`config.mk`:
```
export PLATFORM = sky130hd
export DESIGN_NAME = usw_uart
export DESIGN_NICKNAME = d
export VERILOG_FILES = /design/src/usw_pkg.sv /design/src/usw_uart.sv
export SDC_FILE = /design/constraint.sdc
export NUM_CORES = 1
export LEC_CHECK = 0
export ABC_CLOCK_PERIOD_IN_PS = 6950
export BUFFER_PORTS_ARGS = -buffer_cell sky130_fd_sc_hd__buf_4
export CORE_MARGIN = 4
export CORE_UTILIZATION = 49
export CTS_CLUSTER_SIZE = 20
export DETAILED_ROUTE_END_ITERATION = 7
export GPL_TIMING_DRIVEN = 0
export MAX_ROUTING_LAYER = met4
export PLACE_DENSITY = 0.68
export SYNTH_ARGS = -nofsm -noshare
export SYNTH_HDL_FRONTEND = slang
export SYNTH_SLANG_ARGS = --single-unit
export TNS_END_PERCENT = 10
```
`constraint.sdc`:
```
create_clock -name clk -period 6.95 [get_ports clk]
set_input_delay 1.0425 -clock clk [delete_from_list [all_inputs] [get_ports clk]]
set_output_delay 1.0425 -clock clk [all_outputs]
set_load 0.005 [all_outputs]
```
`src/usw_pkg.sv`:
```
// usw_pkg: register map, field positions, state record and carriers
// for the single-wire serial transceiver; shared by the design and bench.
package usw_pkg;

   // ----------------------------------------------------------------
   // register byte addresses
   // ----------------------------------------------------------------
   localparam logic [7:0] USW_A_STAT = 8'h00;
   localparam logic [7:0] USW_A_CTL1 = 8'h04;
   localparam logic [7:0] USW_A_CTL2 = 8'h08;
   localparam logic [7:0] USW_A_CTL3 = 8'h0C;
   localparam logic [7:0] USW_A_DATA = 8'h10;
   localparam logic [7:0] USW_A_BAUD_DIVISOR_HIGH = 8'h14;
   localparam logic [7:0] USW_A_BAUD_DIVISOR_LOW = 8'h18;
   localparam logic [7:0] USW_A_FCTL = 8'h1C;
   localparam logic [7:0] USW_A_RX_FIFO_COUNT = 8'h20;

   // ----------------------------------------------------------------
   // field positions
   // ----------------------------------------------------------------
   localparam int USW_B_EN = 7;
   localparam int USW_B_PREN = 5;
   localparam int USW_B_PRT = 3;
   localparam int USW_B_TRANSMITTER_ENABLE = 7;
   localparam int USW_B_RECEIVER_ENABLE = 6;
   localparam int USW_B_STOPS = 5;
   localparam int USW_B_RIE = 2;
   localparam int USW_B_SWM = 0;
   localparam int USW_B_TXMIR = 3;
   localparam int USW_B_TRIG = 0;
   // status bits
   localparam int USW_S_PARITY_ERROR_FLAG = 7;
   localparam int USW_S_NF = 6;
   localparam int USW_S_FRAMING_ERROR_FLAG = 5;
   localparam int USW_S_OVERRUN_FLAG = 4;
   localparam int USW_S_RECEIVER_IDLE_FLAG = 3;
   localparam int USW_S_RECEIVE_READY_FLAG = 2;
   localparam int USW_S_TRANSMIT_IDLE_FLAG = 1;
   localparam int USW_S_TRANSMIT_EMPTY_FLAG = 0;
   localparam logic [7:0] USW_STAT_RST = 8'h0B;

   // ----------------------------------------------------------------
   // timing and sizes
   // ----------------------------------------------------------------
   localparam logic [3:0] USW_PH_S0 = 4'h7;
   localparam logic [3:0] USW_PH_S2 = 4'h9;
   localparam logic [3:0] USW_PH_LAST = 4'hF;
   localparam logic [3:0] USW_TX_BITS = 4'hB;
   localparam logic [3:0] USW_RX_LASTBIT = 4'h7;
   localparam int USW_RXF_DEPTH = 4;
   localparam logic [2:0] USW_RXF_FULL = 3'h4;
   localparam logic [1:0] USW_PAR_EVEN = 2'h0;
   localparam logic [1:0] USW_PAR_ODD = 2'h1;
   localparam logic [1:0] USW_PAR_MARK = 2'h2;

   typedef enum logic [3:0] {
      USW_RX_IDLE = 4'h1,
      USW_RX_START = 4'h2,
      USW_RX_DATA = 4'h4,
      USW_RX_STOP = 4'h8
   } usw_rx_t;

   typedef struct packed {
      logic psel;
      logic penable;
      logic pwrite;
      logic [7:0] paddr;
      logic [31:0] pwdata;
   } usw_apb_req_t;

   typedef struct packed {
      logic [31:0] prdata;
      logic pready;
      logic pslverr;
   } usw_apb_rsp_t;

   typedef struct packed {
      logic en, pren;
      logic [1:0] prt;
      logic transmitter_enable, receiver_enable, stops, receive_irq_enable, single_wire_select, txmir;
      logic [1:0] trig;
      logic [15:0] brd;
      logic parity_error_flag, nf, framing_error_flag, overrun_flag, receiver_idle_flag, receive_ready_flag, transmit_idle_flag, transmit_empty_flag;
      logic [7:0] arm;
      logic [31:0] rdq;
      logic [15:0] bcnt;
      logic s1, s2;
      logic [7:0] tbuf;
      logic tfull, tbusy, txd;
      logic [10:0] tsh;
      logic [3:0] tbits, tph;
      usw_rx_t rst;
      logic [3:0] rph, rbits;
      logic [7:0] rsh;
      logic [2:0] smp;
      logic rnz, rfe;
      logic [USW_RXF_DEPTH-1:0][7:0] mem;
      logic [1:0] wp, rp;
      logic [2:0] cnt;
   } usw_st_t;

   localparam usw_st_t USW_ST_RST = '{rst: USW_RX_IDLE, receiver_idle_flag: 1'h1, transmit_idle_flag: 1'h1,
                                      transmit_empty_flag: 1'h1, txd: 1'h1, default: '0};

endpackage

```
`src/usw_uart.sv`:
```
// usw_uart: single-wire capable serial transceiver with APB registers.
// assumes an APB master on clk and an asynchronous serial partner on the pins.
`timescale 1ns/100ps

module usw_uart (
   input wire logic clk,
   input wire logic rst_n,
   input wire usw_pkg::usw_apb_req_t apb_i,
   output usw_pkg::usw_apb_rsp_t apb_o,
   input wire logic shl_i,
   output logic shl_o,
   output logic shl_oe_n,
   output logic txp_o,
   output logic txp_oe_n,
   output logic rx_irq
);

   usw_pkg::usw_st_t s_q, s_d;
   logic acc, wr, rd, data_wr, data_rd, data_acc, stat_rd;
   logic tick, tx_on, rx_on, push, pe, mj, nz, receive_ready_flag_clr, dis;
   logic [8:0] rmux;
   logic [2:0] lvl;

   // ----------------------------------------------------------------
   // helpers
   // ----------------------------------------------------------------
   function automatic logic par_bit(input logic [6:0] d, input logic [1:0] t);
      logic p;
      p = 1'h0;
      case (t)
         usw_pkg::USW_PAR_EVEN: p = ^d;
         usw_pkg::USW_PAR_ODD: p = ~^d;
         usw_pkg::USW_PAR_MARK: p = 1'h1;
         default: p = 1'h0;
      endcase
      return p;
   endfunction

   // returns {hit, byte}; unmapped addresses miss and read zero
   function automatic logic [8:0] rd_mux(input usw_pkg::usw_st_t s, input logic [7:0] a);
      logic [8:0] r;
      r = 9'h000;
      if (a == usw_pkg::USW_A_STAT) begin
         r = {1'h1, s.parity_error_flag, s.nf, s.framing_error_flag, s.overrun_flag, s.receiver_idle_flag, s.receive_ready_flag, s.transmit_idle_flag, s.transmit_empty_flag};
      end else if (a == usw_pkg::USW_A_CTL1) begin
         r = {1'h1, s.en, 1'h0, s.pren, s.prt, 3'h0};
      end else if (a == usw_pkg::USW_A_CTL2) begin
         r = {1'h1, s.transmitter_enable, s.receiver_enable, s.stops, 2'h0, s.receive_irq_enable, 2'h0};
      end else if (a == usw_pkg::USW_A_CTL3) begin
         r = {1'h1, 4'h0, s.txmir, 2'h0, s.single_wire_select};
      end else if (a == usw_pkg::USW_A_DATA) begin
         r = {1'h1, s.mem[s.rp]};
      end else if (a == usw_pkg::USW_A_BAUD_DIVISOR_HIGH) begin
         r = {1'h1, s.brd[15:8]};
      end else if (a == usw_pkg::USW_A_BAUD_DIVISOR_LOW) begin
         r = {1'h1, s.brd[7:0]};
      end else if (a == usw_pkg::USW_A_FCTL) begin
         r = {1'h1, 6'h00, s.trig};
      end else if (a == usw_pkg::USW_A_RX_FIFO_COUNT) begin
         r = {1'h1, 5'h00, s.cnt};
      end
      return r;
   endfunction

   function automatic logic maj3(input logic [2:0] v);
      return (v[0] & v[1]) | (v[0] & v[2]) | (v[1] & v[2]);
   endfunction

   // ----------------------------------------------------------------
   // next state
   // ----------------------------------------------------------------
   always_comb begin
      s_d = s_q;
      acc = apb_i.psel & apb_i.penable;
      wr = acc & apb_i.pwrite;
      rd = acc & ~apb_i.pwrite;
      data_wr = wr & (apb_i.paddr == usw_pkg::USW_A_DATA);
      data_rd = rd & (apb_i.paddr == usw_pkg::USW_A_DATA);
      data_acc = data_wr | data_rd;
      stat_rd = rd & (apb_i.paddr == usw_pkg::USW_A_STAT);
      rmux = rd_mux(s_q, apb_i.paddr);
      tick = (s_q.bcnt == s_q.brd);
      tx_on = s_q.en & s_q.transmitter_enable & ~(s_q.single_wire_select & s_q.receiver_enable);
      rx_on = s_q.en & s_q.receiver_enable;
      push = 1'h0;
      pe = 1'h0;
      mj = maj3(s_q.smp);
      nz = (s_q.smp != 3'h0) & (s_q.smp != 3'h7);
      receive_ready_flag_clr = 1'h0;
      dis = ~s_q.en;
      lvl = 3'({1'h0, s_q.trig} + 3'h1);
      s_d.s1 = shl_i;
      s_d.s2 = s_q.s1;
      s_d.bcnt = tick ? 16'h0000 : 16'(s_q.bcnt + 16'h0001);

      // read data is captured in the setup cycle so prdata is a flop
      if (apb_i.psel & ~apb_i.penable & ~apb_i.pwrite) begin
         s_d.rdq = {24'h000000, rmux[7:0]};
      end

      if (wr) begin
         if (apb_i.paddr == usw_pkg::USW_A_CTL1) begin
            s_d.en = apb_i.pwdata[usw_pkg::USW_B_EN];
            s_d.pren = apb_i.pwdata[usw_pkg::USW_B_PREN];
            s_d.prt = apb_i.pwdata[usw_pkg::USW_B_PRT+:2];
         end else if (apb_i.paddr == usw_pkg::USW_A_CTL2) begin
            s_d.transmitter_enable = apb_i.pwdata[usw_pkg::USW_B_TRANSMITTER_ENABLE];
            s_d.receiver_enable = apb_i.pwdata[usw_pkg::USW_B_RECEIVER_ENABLE];
            s_d.stops = apb_i.pwdata[usw_pkg::USW_B_STOPS];
            s_d.receive_irq_enable = apb_i.pwdata[usw_pkg::USW_B_RIE];
            if (~s_q.transmitter_enable & apb_i.pwdata[usw_pkg::USW_B_TRANSMITTER_ENABLE]) begin
               s_d.transmit_empty_flag = 1'h1;
            end
         end else if (apb_i.paddr == usw_pkg::USW_A_CTL3) begin
            s_d.single_wire_select = apb_i.pwdata[usw_pkg::USW_B_SWM];
            s_d.txmir = apb_i.pwdata[usw_pkg::USW_B_TXMIR];
         end else if (apb_i.paddr == usw_pkg::USW_A_BAUD_DIVISOR_HIGH) begin
            s_d.brd[15:8] = apb_i.pwdata[7:0];
         end else if (apb_i.paddr == usw_pkg::USW_A_BAUD_DIVISOR_LOW) begin
            s_d.brd[7:0] = apb_i.pwdata[7:0];
         end else if (apb_i.paddr == usw_pkg::USW_A_FCTL) begin
            s_d.trig = apb_i.pwdata[usw_pkg::USW_B_TRIG+:2];
         end else if (apb_i.paddr == usw_pkg::USW_A_DATA) begin
            s_d.tbuf = apb_i.pwdata[7:0];
            s_d.tfull = 1'h1;
         end
      end

      // ----------------------------------------------------------------
      // two-step clears; events below run later so a set wins
      // ----------------------------------------------------------------
      if (stat_rd) begin
         s_d.arm = s_q.rdq[7:0];
      end
      if (data_acc) begin
         if (s_q.arm[usw_pkg::USW_S_PARITY_ERROR_FLAG]) s_d.parity_error_flag = 1'h0;
         if (s_q.arm[usw_pkg::USW_S_NF]) s_d.nf = 1'h0;
         if (s_q.arm[usw_pkg::USW_S_FRAMING_ERROR_FLAG]) s_d.framing_error_flag = 1'h0;
         if (s_q.arm[usw_pkg::USW_S_OVERRUN_FLAG]) s_d.overrun_flag = 1'h0;
         s_d.arm[usw_pkg::USW_S_PARITY_ERROR_FLAG:usw_pkg::USW_S_OVERRUN_FLAG] = 4'h0;
      end
      if (data_rd & (s_q.cnt != 3'h0)) begin
         s_d.rp = 2'(s_q.rp + 2'h1);
         s_d.cnt = 3'(s_q.cnt - 3'h1);
      end
      if (data_rd & s_q.arm[usw_pkg::USW_S_RECEIVE_READY_FLAG]) begin
         s_d.arm[usw_pkg::USW_S_RECEIVE_READY_FLAG] = 1'h0;
         if (s_d.cnt == 3'h0) begin
            receive_ready_flag_clr = 1'h1;
            s_d.receive_ready_flag = 1'h0;
         end
      end
      if (data_wr) begin
         if (s_q.arm[usw_pkg::USW_S_TRANSMIT_EMPTY_FLAG]) s_d.transmit_empty_flag = 1'h0;
         if (s_q.arm[usw_pkg::USW_S_TRANSMIT_IDLE_FLAG]) s_d.transmit_idle_flag = 1'h0;
         s_d.arm[usw_pkg::USW_S_TRANSMIT_IDLE_FLAG] = 1'h0;
         s_d.arm[usw_pkg::USW_S_TRANSMIT_EMPTY_FLAG] = 1'h0;
      end

      // ----------------------------------------------------------------
      // transmitter: start, 8 bits, two stops, 16 ticks per bit
      // ----------------------------------------------------------------
      if (~tx_on) begin
         s_d.tbusy = 1'h0;
         s_d.tph = 4'h0;
         if (~s_q.transmitter_enable) s_d.tfull = 1'h0;
      end else if (~s_q.tbusy & s_q.tfull) begin
         // bit 7 carries parity when parity is on
         s_d.tsh = {2'h3, s_q.pren ? par_bit(s_q.tbuf[6:0], s_q.prt) : s_q.tbuf[7],
                    s_q.tbuf[6:0], 1'h0};
         s_d.tbits = usw_pkg::USW_TX_BITS;
         s_d.tph = 4'h0;
         s_d.tbusy = 1'h1;
         s_d.tfull = 1'h0;
         s_d.transmit_empty_flag = 1'h1;
      end else if (s_q.tbusy & tick) begin
         s_d.tph = 4'(s_q.tph + 4'h1);
         if (s_q.tph == usw_pkg::USW_PH_LAST) begin
            s_d.tsh = {1'h1, s_q.tsh[10:1]};
            s_d.tbits = 4'(s_q.tbits - 4'h1);
            if (s_q.tbits == 4'h1) s_d.tbusy = 1'h0;
         end
      end
      s_d.txd = s_d.tbusy ? s_d.tsh[0] : 1'h1;
      if (s_d.tfull | s_d.tbusy) begin
         s_d.transmit_idle_flag = 1'h0;
      end else if (s_d.transmit_empty_flag) begin
         s_d.transmit_idle_flag = 1'h1;
      end

      // ----------------------------------------------------------------
      // receiver: three mid-bit samples voted, disagreement is noise
      // ----------------------------------------------------------------
      if (~rx_on) begin
         s_d.rst = usw_pkg::USW_RX_IDLE;
      end else begin
         case (s_q.rst)
            usw_pkg::USW_RX_IDLE: begin
               if (~s_q.s2) begin
                  s_d.rst = usw_pkg::USW_RX_START;
                  s_d.rph = 4'h0;
                  s_d.rnz = 1'h0;
                  s_d.rfe = 1'h0;
               end
            end
            default: begin
               if (tick) begin
                  s_d.rph = 4'(s_q.rph + 4'h1);
                  if ((s_q.rph >= usw_pkg::USW_PH_S0) && (s_q.rph <= usw_pkg::USW_PH_S2)) begin
                     s_d.smp = {s_q.smp[1:0], s_q.s2};
                  end
                  if (s_q.rph == usw_pkg::USW_PH_LAST) begin
                     s_d.rnz = s_q.rnz | nz;
                     case (s_q.rst)
                        usw_pkg::USW_RX_START: begin
                           s_d.rst = mj ? usw_pkg::USW_RX_IDLE : usw_pkg::USW_RX_DATA;
                           s_d.rbits = 4'h0;
                        end
                        usw_pkg::USW_RX_DATA: begin
                           s_d.rsh = {mj, s_q.rsh[7:1]};
                           s_d.rbits = 4'(s_q.rbits + 4'h1);
                           if (s_q.rbits == usw_pkg::USW_RX_LASTBIT) begin
                              s_d.rst = usw_pkg::USW_RX_STOP;
                              s_d.rbits = 4'h0;
                           end
                        end
                        default: begin
                           s_d.rfe = s_q.rfe | ~mj;
                           s_d.rbits = 4'(s_q.rbits + 4'h1);
                           if (~s_q.stops | (s_q.rbits != 4'h0)) begin
                              s_d.rst = usw_pkg::USW_RX_IDLE;
                              push = 1'h1;
                           end
                        end
                     endcase
                  end
               end
            end
         endcase
      end
      s_d.receiver_idle_flag = (s_d.rst == usw_pkg::USW_RX_IDLE);

      if (push) begin
         pe = s_q.pren & (s_q.rsh[7] != par_bit(s_q.rsh[6:0], s_q.prt));
         // overrun holds off stores until software clears it
         if (s_d.overrun_flag | (s_d.cnt == usw_pkg::USW_RXF_FULL)) begin
            s_d.overrun_flag = 1'h1;
         end else begin
            s_d.mem[s_q.wp] = s_q.rsh;
            s_d.wp = 2'(s_q.wp + 2'h1);
            s_d.cnt = 3'(s_d.cnt + 3'h1);
            s_d.parity_error_flag = s_d.parity_error_flag | pe;
            s_d.nf = s_d.nf | s_d.rnz;
            s_d.framing_error_flag = s_d.framing_error_flag | s_d.rfe;
            if (s_d.cnt >= lvl) s_d.receive_ready_flag = 1'h1;
         end
      end

      // ----------------------------------------------------------------
      // block disabled: everything back to rest, config kept except transmitter_enable and receiver_enable, which clear
      // ----------------------------------------------------------------
      if (dis) begin
         s_d.wp = 2'h0;
         s_d.rp = 2'h0;
         s_d.cnt = 3'h0;
         s_d.bcnt = 16'h0000;
         s_d.parity_error_flag = 1'h0;
         s_d.nf = 1'h0;
         s_d.framing_error_flag = 1'h0;
         s_d.overrun_flag = 1'h0;
         s_d.receive_ready_flag = 1'h0;
         s_d.receiver_idle_flag = 1'h1;
         s_d.transmit_idle_flag = 1'h1;
         s_d.transmit_empty_flag = 1'h1;
         s_d.transmitter_enable = 1'h0;
         s_d.receiver_enable = 1'h0;
         s_d.tfull = 1'h0;
         s_d.arm = 8'h00;
      end
   end

   always_ff @(posedge clk or negedge rst_n) begin
      if (!rst_n) begin
         s_q <= usw_pkg::USW_ST_RST;
      end else begin
         s_q <= s_d;
      end
   end

   // ----------------------------------------------------------------
   // outputs
   // ----------------------------------------------------------------
   // zero wait states: every access completes in its first access cycle
   assign apb_o.pready = 1'h1;
   assign apb_o.pslverr = acc & ~rmux[8];
   assign apb_o.prdata = s_q.rdq;
   assign shl_o = s_q.txd;
   assign shl_oe_n = ~(s_q.en & s_q.single_wire_select & s_q.transmitter_enable & ~s_q.receiver_enable);
   assign txp_o = s_q.txd;
   assign txp_oe_n = ~(tx_on & (~s_q.single_wire_select | s_q.txmir));
   assign rx_irq = s_q.receive_ready_flag & s_q.receive_irq_enable;

   // ----------------------------------------------------------------
   // checks
   // ----------------------------------------------------------------
   a_swm_rx_prio: assert property (@(posedge clk) disable iff (!rst_n)
      s_q.single_wire_select && s_q.receiver_enable |-> shl_oe_n && !(txp_oe_n == 1'h0))
      else $error("shared line driven while receiving");
   a_transmit_empty_flag_on_load: assert property (@(posedge clk) disable iff (!rst_n)
      tx_on && !s_q.tbusy && s_q.tfull |=> s_q.transmit_empty_flag && s_q.tbusy && !s_q.txd)
      else $error("shifter load did not flag empty");
   a_transmit_idle_flag_line_high: assert property (@(posedge clk) disable iff (!rst_n)
      s_q.transmit_idle_flag && tx_on |-> s_q.txd && !s_q.tbusy)
      else $error("idle transmitter not high");
   a_disable_rest: assert property (@(posedge clk) disable iff (!rst_n)
      !s_q.en |=> {s_q.parity_error_flag, s_q.nf, s_q.framing_error_flag, s_q.overrun_flag, s_q.receiver_idle_flag, s_q.receive_ready_flag,
                   s_q.transmit_idle_flag, s_q.transmit_empty_flag} == usw_pkg::USW_STAT_RST && s_q.cnt == 3'h0)
      else $error("disable did not reset status");
   a_ovr_no_store: assert property (@(posedge clk) disable iff (!rst_n)
      s_q.en && s_q.overrun_flag && push && !data_acc |=> s_q.cnt == $past(s_q.cnt))
      else $error("store during overrun");
   a_receive_ready_flag_clear: assert property (@(posedge clk) disable iff (!rst_n)
      $fell(s_q.receive_ready_flag) |-> $past(receive_ready_flag_clr) || $past(dis))
      else $error("ready flag cleared without sequence");
   a_err_with_push: assert property (@(posedge clk) disable iff (!rst_n)
      $rose(s_q.framing_error_flag) || $rose(s_q.parity_error_flag) || $rose(s_q.nf) |-> $past(push))
      else $error("error flag set outside store");
   a_receiver_idle_flag_busy: assert property (@(posedge clk) disable iff (!rst_n)
      s_q.rst != usw_pkg::USW_RX_IDLE |-> !s_q.receiver_idle_flag ##1 (s_q.receiver_idle_flag || s_q.rst != usw_pkg::USW_RX_IDLE))
      else $error("receiver idle during frame");
   a_tx_abort: assert property (@(posedge clk) disable iff (!rst_n)
      !s_q.transmitter_enable |-> txp_oe_n ##1 (!s_q.tbusy && !s_q.tfull))
      else $error("transmitter not aborted");

endmodule

```
Word level (Yosys, flattened, before mapping)
Index checks and enable logic that the tools add are counted.

Mux-type cells: 115. Equal/unequal tests: 35. Reductions and logical operators: 32. Magnitude comparators: 6. Bitwise gates (word level): 60. Add/sub/neg operators: 10.

Operator list (count): 9-bit two-way mux (9); 8-bit two-way mux (9); 16-bit two-way mux (3); 24-bit two-way mux (2); 1-bit two-way mux (46); 4-bit two-way mux (10); 19-bit two-way mux (2); 32-bit bitwise mux (1); 8-bit by 5-bit equality test with 1-bit output, second input constant (4); 1-bit bitwise AND (28); 2-bit two-way mux (14); 25-bit two-way mux (1); 20-bit two-way mux (1); 1-bit NOT (20); 18-bit two-way mux (1); 16-bit by 1-bit adder with 16-bit output, second input constant (1); 8-bit binary-select mux with 2-bit select (1); 8-bit demux with 2-bit select (1); 16-bit equality test (1); 8-bit by 4-bit equality test with 1-bit output, second input constant (2); 4-bit case mux with 2 select lines (2); 15-bit two-way mux (1); 3-bit two-way mux (5); 7-bit XNOR reduction (2); other kinds (48) (91).

Bits of input ports: 46. Output and inout bits: 39. Register bits after elaboration: 163.

Longest topological paths before layout
Gate-level depths: netlist (run 1).

Depth in word-level cells: 15. Gate-level depth with buffers: 13. Depth with buffers taken out: 13.

Worst setup path before layout (run 1)
OpenSTA, ideal clock, no wires.

Path type: input to register. Start: input port apb_i[34] (netlist name). End: register s_q[31] (netlist name). Stages: 11. Data required time: 6.825 ns. Arrival: 3.783 ns. Path slack: 3.041 ns. Buffers on the path: 2. Cells stage by stage: buf_4 or4_4 nor4_1 o21ai_1 mux2i_1 inv_1 ha_1 a211oi_4 buf_6 nand2_8 mux2_4.

Cells in the longest elaborated chain, start to end: 8.

RTL lines: start: declaration (RTL line usw_uart.sv:8) `input wire usw_pkg::usw_apb_req_t apb_i,`; 8-bit by 5-bit equality test with 1-bit output * (RTL line usw_uart.sv:77, usw_uart.sv:78); 1-bit bitwise AND (RTL line usw_uart.sv:78) `data_rd = rd & (apb_i.paddr == usw_pkg::USW_A_DATA);`; 1-bit bitwise AND (RTL line usw_uart.sv:142) `if (data_rd & (s_q.cnt != 3'h0)) begin`; 5-bit two-way mux (RTL line usw_uart.sv:142); 3-bit equality test (RTL line usw_uart.sv:246) `if (s_d.overrun_flag | (s_d.cnt == usw_pkg::USW_RXF_FULL)) begin`; 1-bit bitwise OR * (RTL line usw_uart.sv:246); 1-bit NOT (no line) *; 2-bit AND reduction (no line) *; end signal: assignment (RTL line usw_uart.sv:284) `s_q <= usw_pkg::USW_ST_RST;`; end: declaration (RTL line usw_uart.sv:18) `usw_pkg::usw_st_t s_q, s_d;`.

Mark *: on every way between the ends. The rest lies on a longest branch, timed or not. The select of a mux whose other input is x is not followed. A chain may end at the register's enable or synchronous reset.

Worst setup path in the final report (run 1)
Start: input port apb_i[37] (netlist name). End: register s_q[33] (netlist name).

The elaborated chain is that of the path after synthesis.

==> results of run 1 <==
==> kinds of logic after synthesis <==
family | after synthesis
simple gates | 266
flops | 163
compound gates | 134
buf+inv | 93
mux | 80
xor+xnor | 53
fa+ha+maj | 21
other cells | 2
==> worst paths after layout <==
| path | end | slack (ns) |
|---|---|---|
| max in group asynchronous | s_q[25] | 5.59 |
| min in group asynchronous | s_q[104] | 0.48 |
| worst min register to register | s_q[94] | 0.34 |
| worst max-delay path | s_q[33] | 2.85 |
| worst max register to register | s_q[33] | 3.89 |
| worst min-delay path | s_q[94] | 0.34 |
==> flip-flops by register name, indices dropped and copies added (netlist names) <==
name	count
s_q	153
s_d	1
shl_o	1
apb_o	8
==> placed cells by master, fill, tap and decap left out, drive strengths merged, types with 9 or more instances in the layout <==
master	synthesis	final
nor2	59	59
a21oi	28	28
ha	21	21
nor3	14	14
inv	31	34
conb	2	25
nand2	83	83
nor2b	10	10
xnor2	17	17
nand3	35	35
nand4	10	10
xor2	34	34
a22oi	13	13
and3	12	12
clkbuf	20	38
dfrtp	158	158
mux2i	9	9
a31oi	9	9
buf	41	75
o21ai	36	36
mux2	63	63
==> power breakdown <==
group | switching (W) | total [W] | internal [W]
Combinational | 0.000139 | 0.000258 | 0.000119
Sequential | 0.0000455 | 0.00104 | 0.000990
Clock | 0.000410 | 0.000916 | 0.000506
==> stage by stage <==
| step | hold slack, ns | setup WS, ns | power [W] |
|---|---|---|---|
| after detailed placement | 0.337 | 2.43 | 0.00131 |
| after floorplan | 0.331 | 3.04 | 0.00122 |
| after global placement | 0.334 | 2.46 | 0.00131 |
| final | 0.342 | 2.85 | 0.00221 |
| after global routing | 0.364 | 2.59 | 0.00231 |
| after CTS | 0.346 | 2.88 | 0.00222 |
==> per-layer routing <==
layer | up-vias | share of wire [%] | global-route usage (%)
met5 | - | 0 | -
met1 | 3096 | 45 | 30.0
met4 | 0 | 2.6 | 8.41
li1 | 2982 | - | -
met3 | 37 | 5.2 | 5.09
met2 | 145 | 47 | 34.0
==> cell type report <==
type / instances / area, sq um
Sequential cell: 163 / 4090
Fill cell: 1526 / 7460
Multi-Input combinational cell: 579 / 4120
Clock buffer: 18 / 439
Inverter: 32 / 120
Clock inverter: 14 / 131
Buffer: 61 / 378
Timing Repair Buffer: 34 / 283
Tap cell: 225 / 282
==> worst max-delay path: cells and delay by family <==
| family | cells | cell delay [ns] |
|---|---|---|
| multiplexers | 2 | 0.67 |
| adder cells (fa/ha/maj) | 1 | 0.28 |
| AO/OA/AOI/OAI | 2 | 0.68 |
| buffers and inverters | 4 | 0.65 |
| AND/OR/NAND/NOR | 3 | 1.09 |
==> results.tsv, run 1 <==
stage	metric	value	unit
die	row count	48	
clock_tree	clock sink count	163	
logic_synthesis	top_reg_cell synth	dfrtp_1	
route	vias per cell	5.56	
place	PortBufs	33	
clock_tree	clock slew at reported path FFs	0.07	ns
logic_synthesis	Post-synth EDFFs	0	
clock_tree	CTS Buf Count	17	
die	die footprint	19800	sq um
timing	RSZ-0062 raised after global routing	no	
route	Detailed Route Iter0 Violations	340	
setup_path	slowest CP cell	or4b_1	
setup_path	Required @ worst endpoint	7.27	ns
global_route	number of global-route vias before repair	6313	
finish	fin cells	1126	
die	core area	17300	sq um
logic_synthesis	sequential-to-total area share from yosys stat	47.4	%
logic_synthesis	most frequent cell after synthesis	dfrtp_1	
timing	Pins Over Slew Limit	0	
finish	share of layout cells above drive strength 1	21.5	%
setup_path	max incr delay on CP	0.50	ns
route	Total Wirelength	20600	um
setup_path	data arrival time of the critical path	4.41	ns
timing	final setup TNS	0	ns
setup_path	Max FO, Critical Path	10	
timing	Final Setup Violations	0	
route	first-pass iteration count of the detailed router	5	
clock_tree	CTS tree	done	
global_route	gr usage total	22.5	%
logic_synthesis	compound-cell area share of the yosys netlist	10.3	%
die	die height	141	um
timing	fin crit share	59.0	%
setup_path	Critical Path Source	apb_i[37]	
die	# IOs	85	
route	post-route ant nets	0	
logic_synthesis	top cells by area, synth	dfrtp_1 (46%), mux2_2 (6.1%), xor2_1 (3.5%), nand2_1 (3.4%), buf_4 (3.0%)	
logic_synthesis	most area-hungry cell type in the Yosys netlist	dfrtp_1	
route	via count	6260	
global_route	initial antenna violation count	0	
route	WL per Instance	18.3	um
setup_path	WS Path Type	primary input to register	
power_and_ir_drop	PwrDens	224	nW/um^2
finish	Util after Layout	56.9	%
logic_synthesis	yosys synthesis warning count	0	
place	RePlAce Congestion	0.943	
global_route	largest net degree at the start of global routing	124	
worst_hold_path	hold path cells	0	
setup_path	crit path cell chain	buf_4, or4b_1, buf_2, nor4_1, o21ai_1, mux2i_1, inv_1, ha_1, a211oi_4, buf_6, nand2_8, mux2_4	
setup_path	cells on worst reg2reg path	11	
global_route	grt total ovfl	0	
logic_synthesis	Post-synth top cells	dfrtp_1 (158), nand2_1 (78), nor2_1 (59)	
logic_synthesis	xor/xnor cell area share of the yosys netlist	5.70	%
die	Die Wd	141	um
clock_tree	worst-skew pair later-pin latency	0.43	ns
logic_synthesis	Post-synth ARST share	100	%
timing	Final Critical Period	4.10	ns
finish	Design Area, Final	9840	sq um
logic_synthesis	post-synth top area share	45.9	%
worst_hold_path	HP Class	register to register	
logic_synthesis	Yosys cell types	67	
logic_synthesis	main combinational cell family by area after synthesis	simple AND/OR/NAND/NOR gates	
power_and_ir_drop	Max VDD drop	0.175	mV
logic_synthesis	synthesized flop and latch total	163	
status	status	finished clean	
worst_hold_path	critical hold path startpoint	s_d[94]	
timing	Rel. slew slack	33.6	%
logic_synthesis	simple-gate share of the synthesized area	15.6	%
place	HPWL after DPL	15100	um
timing	Final Hold Viols	0	
timing	Max Freq	244	MHz
place	Area after DPL	9270	sq um
timing	Clock Skews	0.00851	ns
global_route	first-pass GRT wire length	33900	um
logic_synthesis	Post-Synth Adder-Cell Area	3.05	%
finish	Inserted Diodes	0	
die	starting density of the core	49.8	%
setup_path	critical path capture point type	register	
logic_synthesis	cells after synthesis	812	
finish	fin nets	955	
clock_tree	Post-CTS Hold Fix Bufs	0	
setup_path	crit start category	primary input	
logic_synthesis	synthesized cell area	8620	sq um
logic_synthesis	Syn Area/Cell	10.6	sq um
setup_path	reg2reg start	s_q[0]	
finish	P&R area growth vs syn	14.2	%
flow_run	Max-Cap Viols	0	
power_and_ir_drop	Leak	4.60	nW
clock_tree	Setup Buffers After CTS	0	
clock_tree	Clock Root Buffer	clkbuf_16	
clock_tree	PostCTS Resize Cnt	0	
route	drc violations	0	
clock_tree	CTS H-tree depth	4	
timing	Worst-Margin Slew	0.986	ns
logic_synthesis	post-synthesis mux area share	12.1	%
clock_tree	Clock Tree Buf Depth	2	
place	Placed Cells	1094	
No activity file was read; power rests on OpenSTA's default activity.
==> run 2: changes to the inputs <==
--- a/config.mk
+++ b/config.mk
@@ -5,7 +5,7 @@
 export SDC_FILE = /design/constraint.sdc
 export NUM_CORES = 1
 export LEC_CHECK = 0
-export ABC_CLOCK_PERIOD_IN_PS = 6950
+export ABC_CLOCK_PERIOD_IN_PS = 3400
 export BUFFER_PORTS_ARGS = -buffer_cell sky130_fd_sc_hd__buf_4
 export CORE_MARGIN = 4
 export CORE_UTILIZATION = 49
@@ -13,7 +13,7 @@
 export DETAILED_ROUTE_END_ITERATION = 7
 export GPL_TIMING_DRIVEN = 0
 export MAX_ROUTING_LAYER = met4
-export PLACE_DENSITY = 0.68
+export PLACE_DENSITY = 0.71
 export SYNTH_ARGS = -nofsm -noshare
 export SYNTH_HDL_FRONTEND = slang
 export SYNTH_SLANG_ARGS = --single-unit
==> constraint.sdc (replaced) <==
create_clock -name clk -period 3.4 [get_ports clk]
set_input_delay 0.51 -clock clk [delete_from_list [all_inputs] [get_ports clk]]
set_output_delay 0.51 -clock clk [all_outputs]
set_load 0.005 [all_outputs]
==> results.tsv, run 2 (synthesis results as in run 1) <==
stage	metric	value	unit
route	WL per Instance	18.1	um
finish	Largest Register	s_q	
timing	RSZ-0062 raised after global routing	no	
clock_tree	Clock Root Buffer	clkbuf_16	
setup_path	crit-path leading delay family	simple AND/OR/NAND/NOR gates	
finish	share of layout cells above drive strength 1	21.6	%
clock_tree	Setup Buffers After CTS	0	
global_route	grt total ovfl	0	
die	starting density of the core	49.8	%
timing	Rel. slew slack	35.2	%
status	status	finished clean	
flow_run	Max-Cap Viols	0	
finish	number of fill cells	1478	
finish	commonest non-fill, non-tap cell in the layout	dfrtp_1	
finish	Inserted Diodes	0	
setup_path	data arrival time of the critical path	3.50	ns
finish	P&R area growth vs syn	15.2	%
power_and_ir_drop	PwrDens	473	nW/um^2
global_route	initial antenna violation count	0	
setup_path	crit start category	primary input	
route	vias per cell	5.54	
route	post-route ant nets	0	
finish	fin nets	956	
die	Die Wd	141	um
power_and_ir_drop	Leak	4.64	nW
timing	Final Setup Violations	0	
timing	Worst-Margin Slew	0.963	ns
power_and_ir_drop	Total Power	0.00469	W
timing	fin crit share	93.8	%
power_and_ir_drop	Max VDD drop	0.593	mV
setup_path	slowest CP cell	or4b_1	
route	first-pass iteration count of the detailed router	5	
route	via count	6242	
clock_tree	CTS Buf Count	17	
finish	max reg flops	153	
clock_tree	clock slew at reported path FFs	0.06	ns
place	Placed Cells	1094	
die	row count	48	
clock_tree	worst-skew pair later-pin latency	0.43	ns
setup_path	critical path capture point type	register	
timing	Clock Skews	0.00994	ns
timing	Final Hold Viols	0	
setup_path	CP bufs+invs	4	
place	RePlAce Congestion	0.925	
global_route	first-pass GRT wire length	33400	um
setup_path	Max FO, Critical Path	10	
clock_tree	CTS H-tree depth	4	
die	die footprint	19800	sq um
place	Area after DPL	9270	sq um
die	core area	17300	sq um
route	Total Wirelength	20500	um
timing	Pins Over Slew Limit	0	
setup_path	crit path cell chain	buf_4, or4b_1, buf_2, nor4_4, o21ai_2, mux2i_2, inv_1, ha_1, a211oi_4, buf_6, nand2_8, mux2_4	
place	HPWL after DPL	14900	um
global_route	largest net degree at the start of global routing	113	
route	drc violations	0	
timing	Final Critical Period	3.19	ns
finish	commonest non-fill, non-tap cells in the layout	dfrtp_1 (158), nand2_1 (78), buf_4 (67), nor2_1 (59), mux2_2 (47)	
clock_tree	CTS tree	done	
finish	Design Area, Final	9930	sq um
setup_path	WS Path Type	primary input to register	
finish	fin cells	1127	
route	Detailed Route Iter0 Violations	403	
timing	Max Freq	313	MHz
global_route	number of global-route vias before repair	6213	
clock_tree	Clock Tree Buf Depth	2	
setup_path	Required @ worst endpoint	3.71	ns
place	PortBufs	33	
global_route	gr usage total	22.1	%
worst_hold_path	HP Class	primary input to register	
clock_tree	clock sink count	163	
die	die height	141	um
die	# IOs	85	
timing	Hold Slack	0.189	ns
setup_path	max incr delay on CP	0.51	ns
==> run 2: changes by cell type in the layout (fill, tap and decap cells not counted), moves of 2 or more <==
| cell | delta |
|---|---|
| inv_6 | -3 |
| clkbuf_1 | +2 |
| bufinv_16 | +3 |
| clkinvlp_4 | -3 |
==> run 2: final timing paths <==
| kind | from | endpoint | slack (ns) | cells past startpoint |
|---|---|---|---|---|
| max in group asynchronous | rst_n | apb_o[4] | 1.91 | 3 |
| worst max register to register | s_q[103] | s_q[11] | 0.46 | 7 |
| min in group asynchronous | rst_n | s_q[100] | 0.59 | 2 |
| worst min register to register | s_d[94] | s_q[94] | 0.35 | 0 |
| worst max-delay path | apb_i[37] | s_q[11] | 0.21 | 12 |
| worst min-delay path | shl_i | s_d[94] | 0.19 | 1 |
==> run 2: stage by stage <==
stage / utilization (%) / setup WS (ns) / TNS [ns]
6_report: 57.4 / 0.209 / 0
5_1_grt: 57.4 / 0.0582 / 0
4_1_cts: 57.3 / 0.0497 / 0
3_5_place_dp: 53.6 / -0.523 / -16.75
3_3_place_gp: 53.4 / -0.452 / -13.97
2_1_floorplan: - / 0.0240 / 0
==> run 2: worst register-to-register path: cells and delay by family, from the launching register on <==
family | cells | cell delay (ns)
buffers and inverters | 1 | 0.26
AOI/OAI and AO/OA | 1 | 0.55
and+or+nand+nor | 3 | 1.08
DFF | 1 | 0.45
xor gates and xnor gates | 1 | 0.17
muxes | 1 | 0.32
==> run 2: layer usage <==
layer	vias to the layer above	track usage (%)	share of wire [%]
li1	2983	-	-
met1	3089	29.7	47
met2	134	33.7	46
met3	36	4.07	4.2
met4	0	8.06	3.1
met5	-	-	0
==> run 2: report_power, final <==
| group | internal, W | leakage [nW] | switching [W] | total [W] |
|---|---|---|---|---|
| clock network | 0.00125 | 0.304 | 0.000789 | 0.00204 |
| registers | 0.00202 | 2.19 | 0.0000927 | 0.00212 |
| logic | 0.000247 | 2.15 | 0.000289 | 0.000537 |
| total | 0.00352 | 4.64 | 0.00117 | 0.00469 |
==> run 2: timing repair <==
item | CTS | global route
resized for setup | 1 | 3
setup endpoints to repair | 17 | 35
hold buffers | 1 | 0
endpoints found under the hold margin | 3 | 0
==> run 2: area by class of cell <==
type | instances | area, sq um | share of cell area, %
Timing Repair Buffer | 35 | 293 | 2.95
Tap cell | 225 | 282 | 2.83
Sequential cell | 163 | 4090 | 41.1
Inverter | 32 | 120 | 1.21
Clock buffer | 20 | 447 | 4.50
Multi-Input combinational cell | 579 | 4150 | 41.7
Clock inverter | 12 | 181 | 1.83
Buffer | 61 | 378 | 3.80
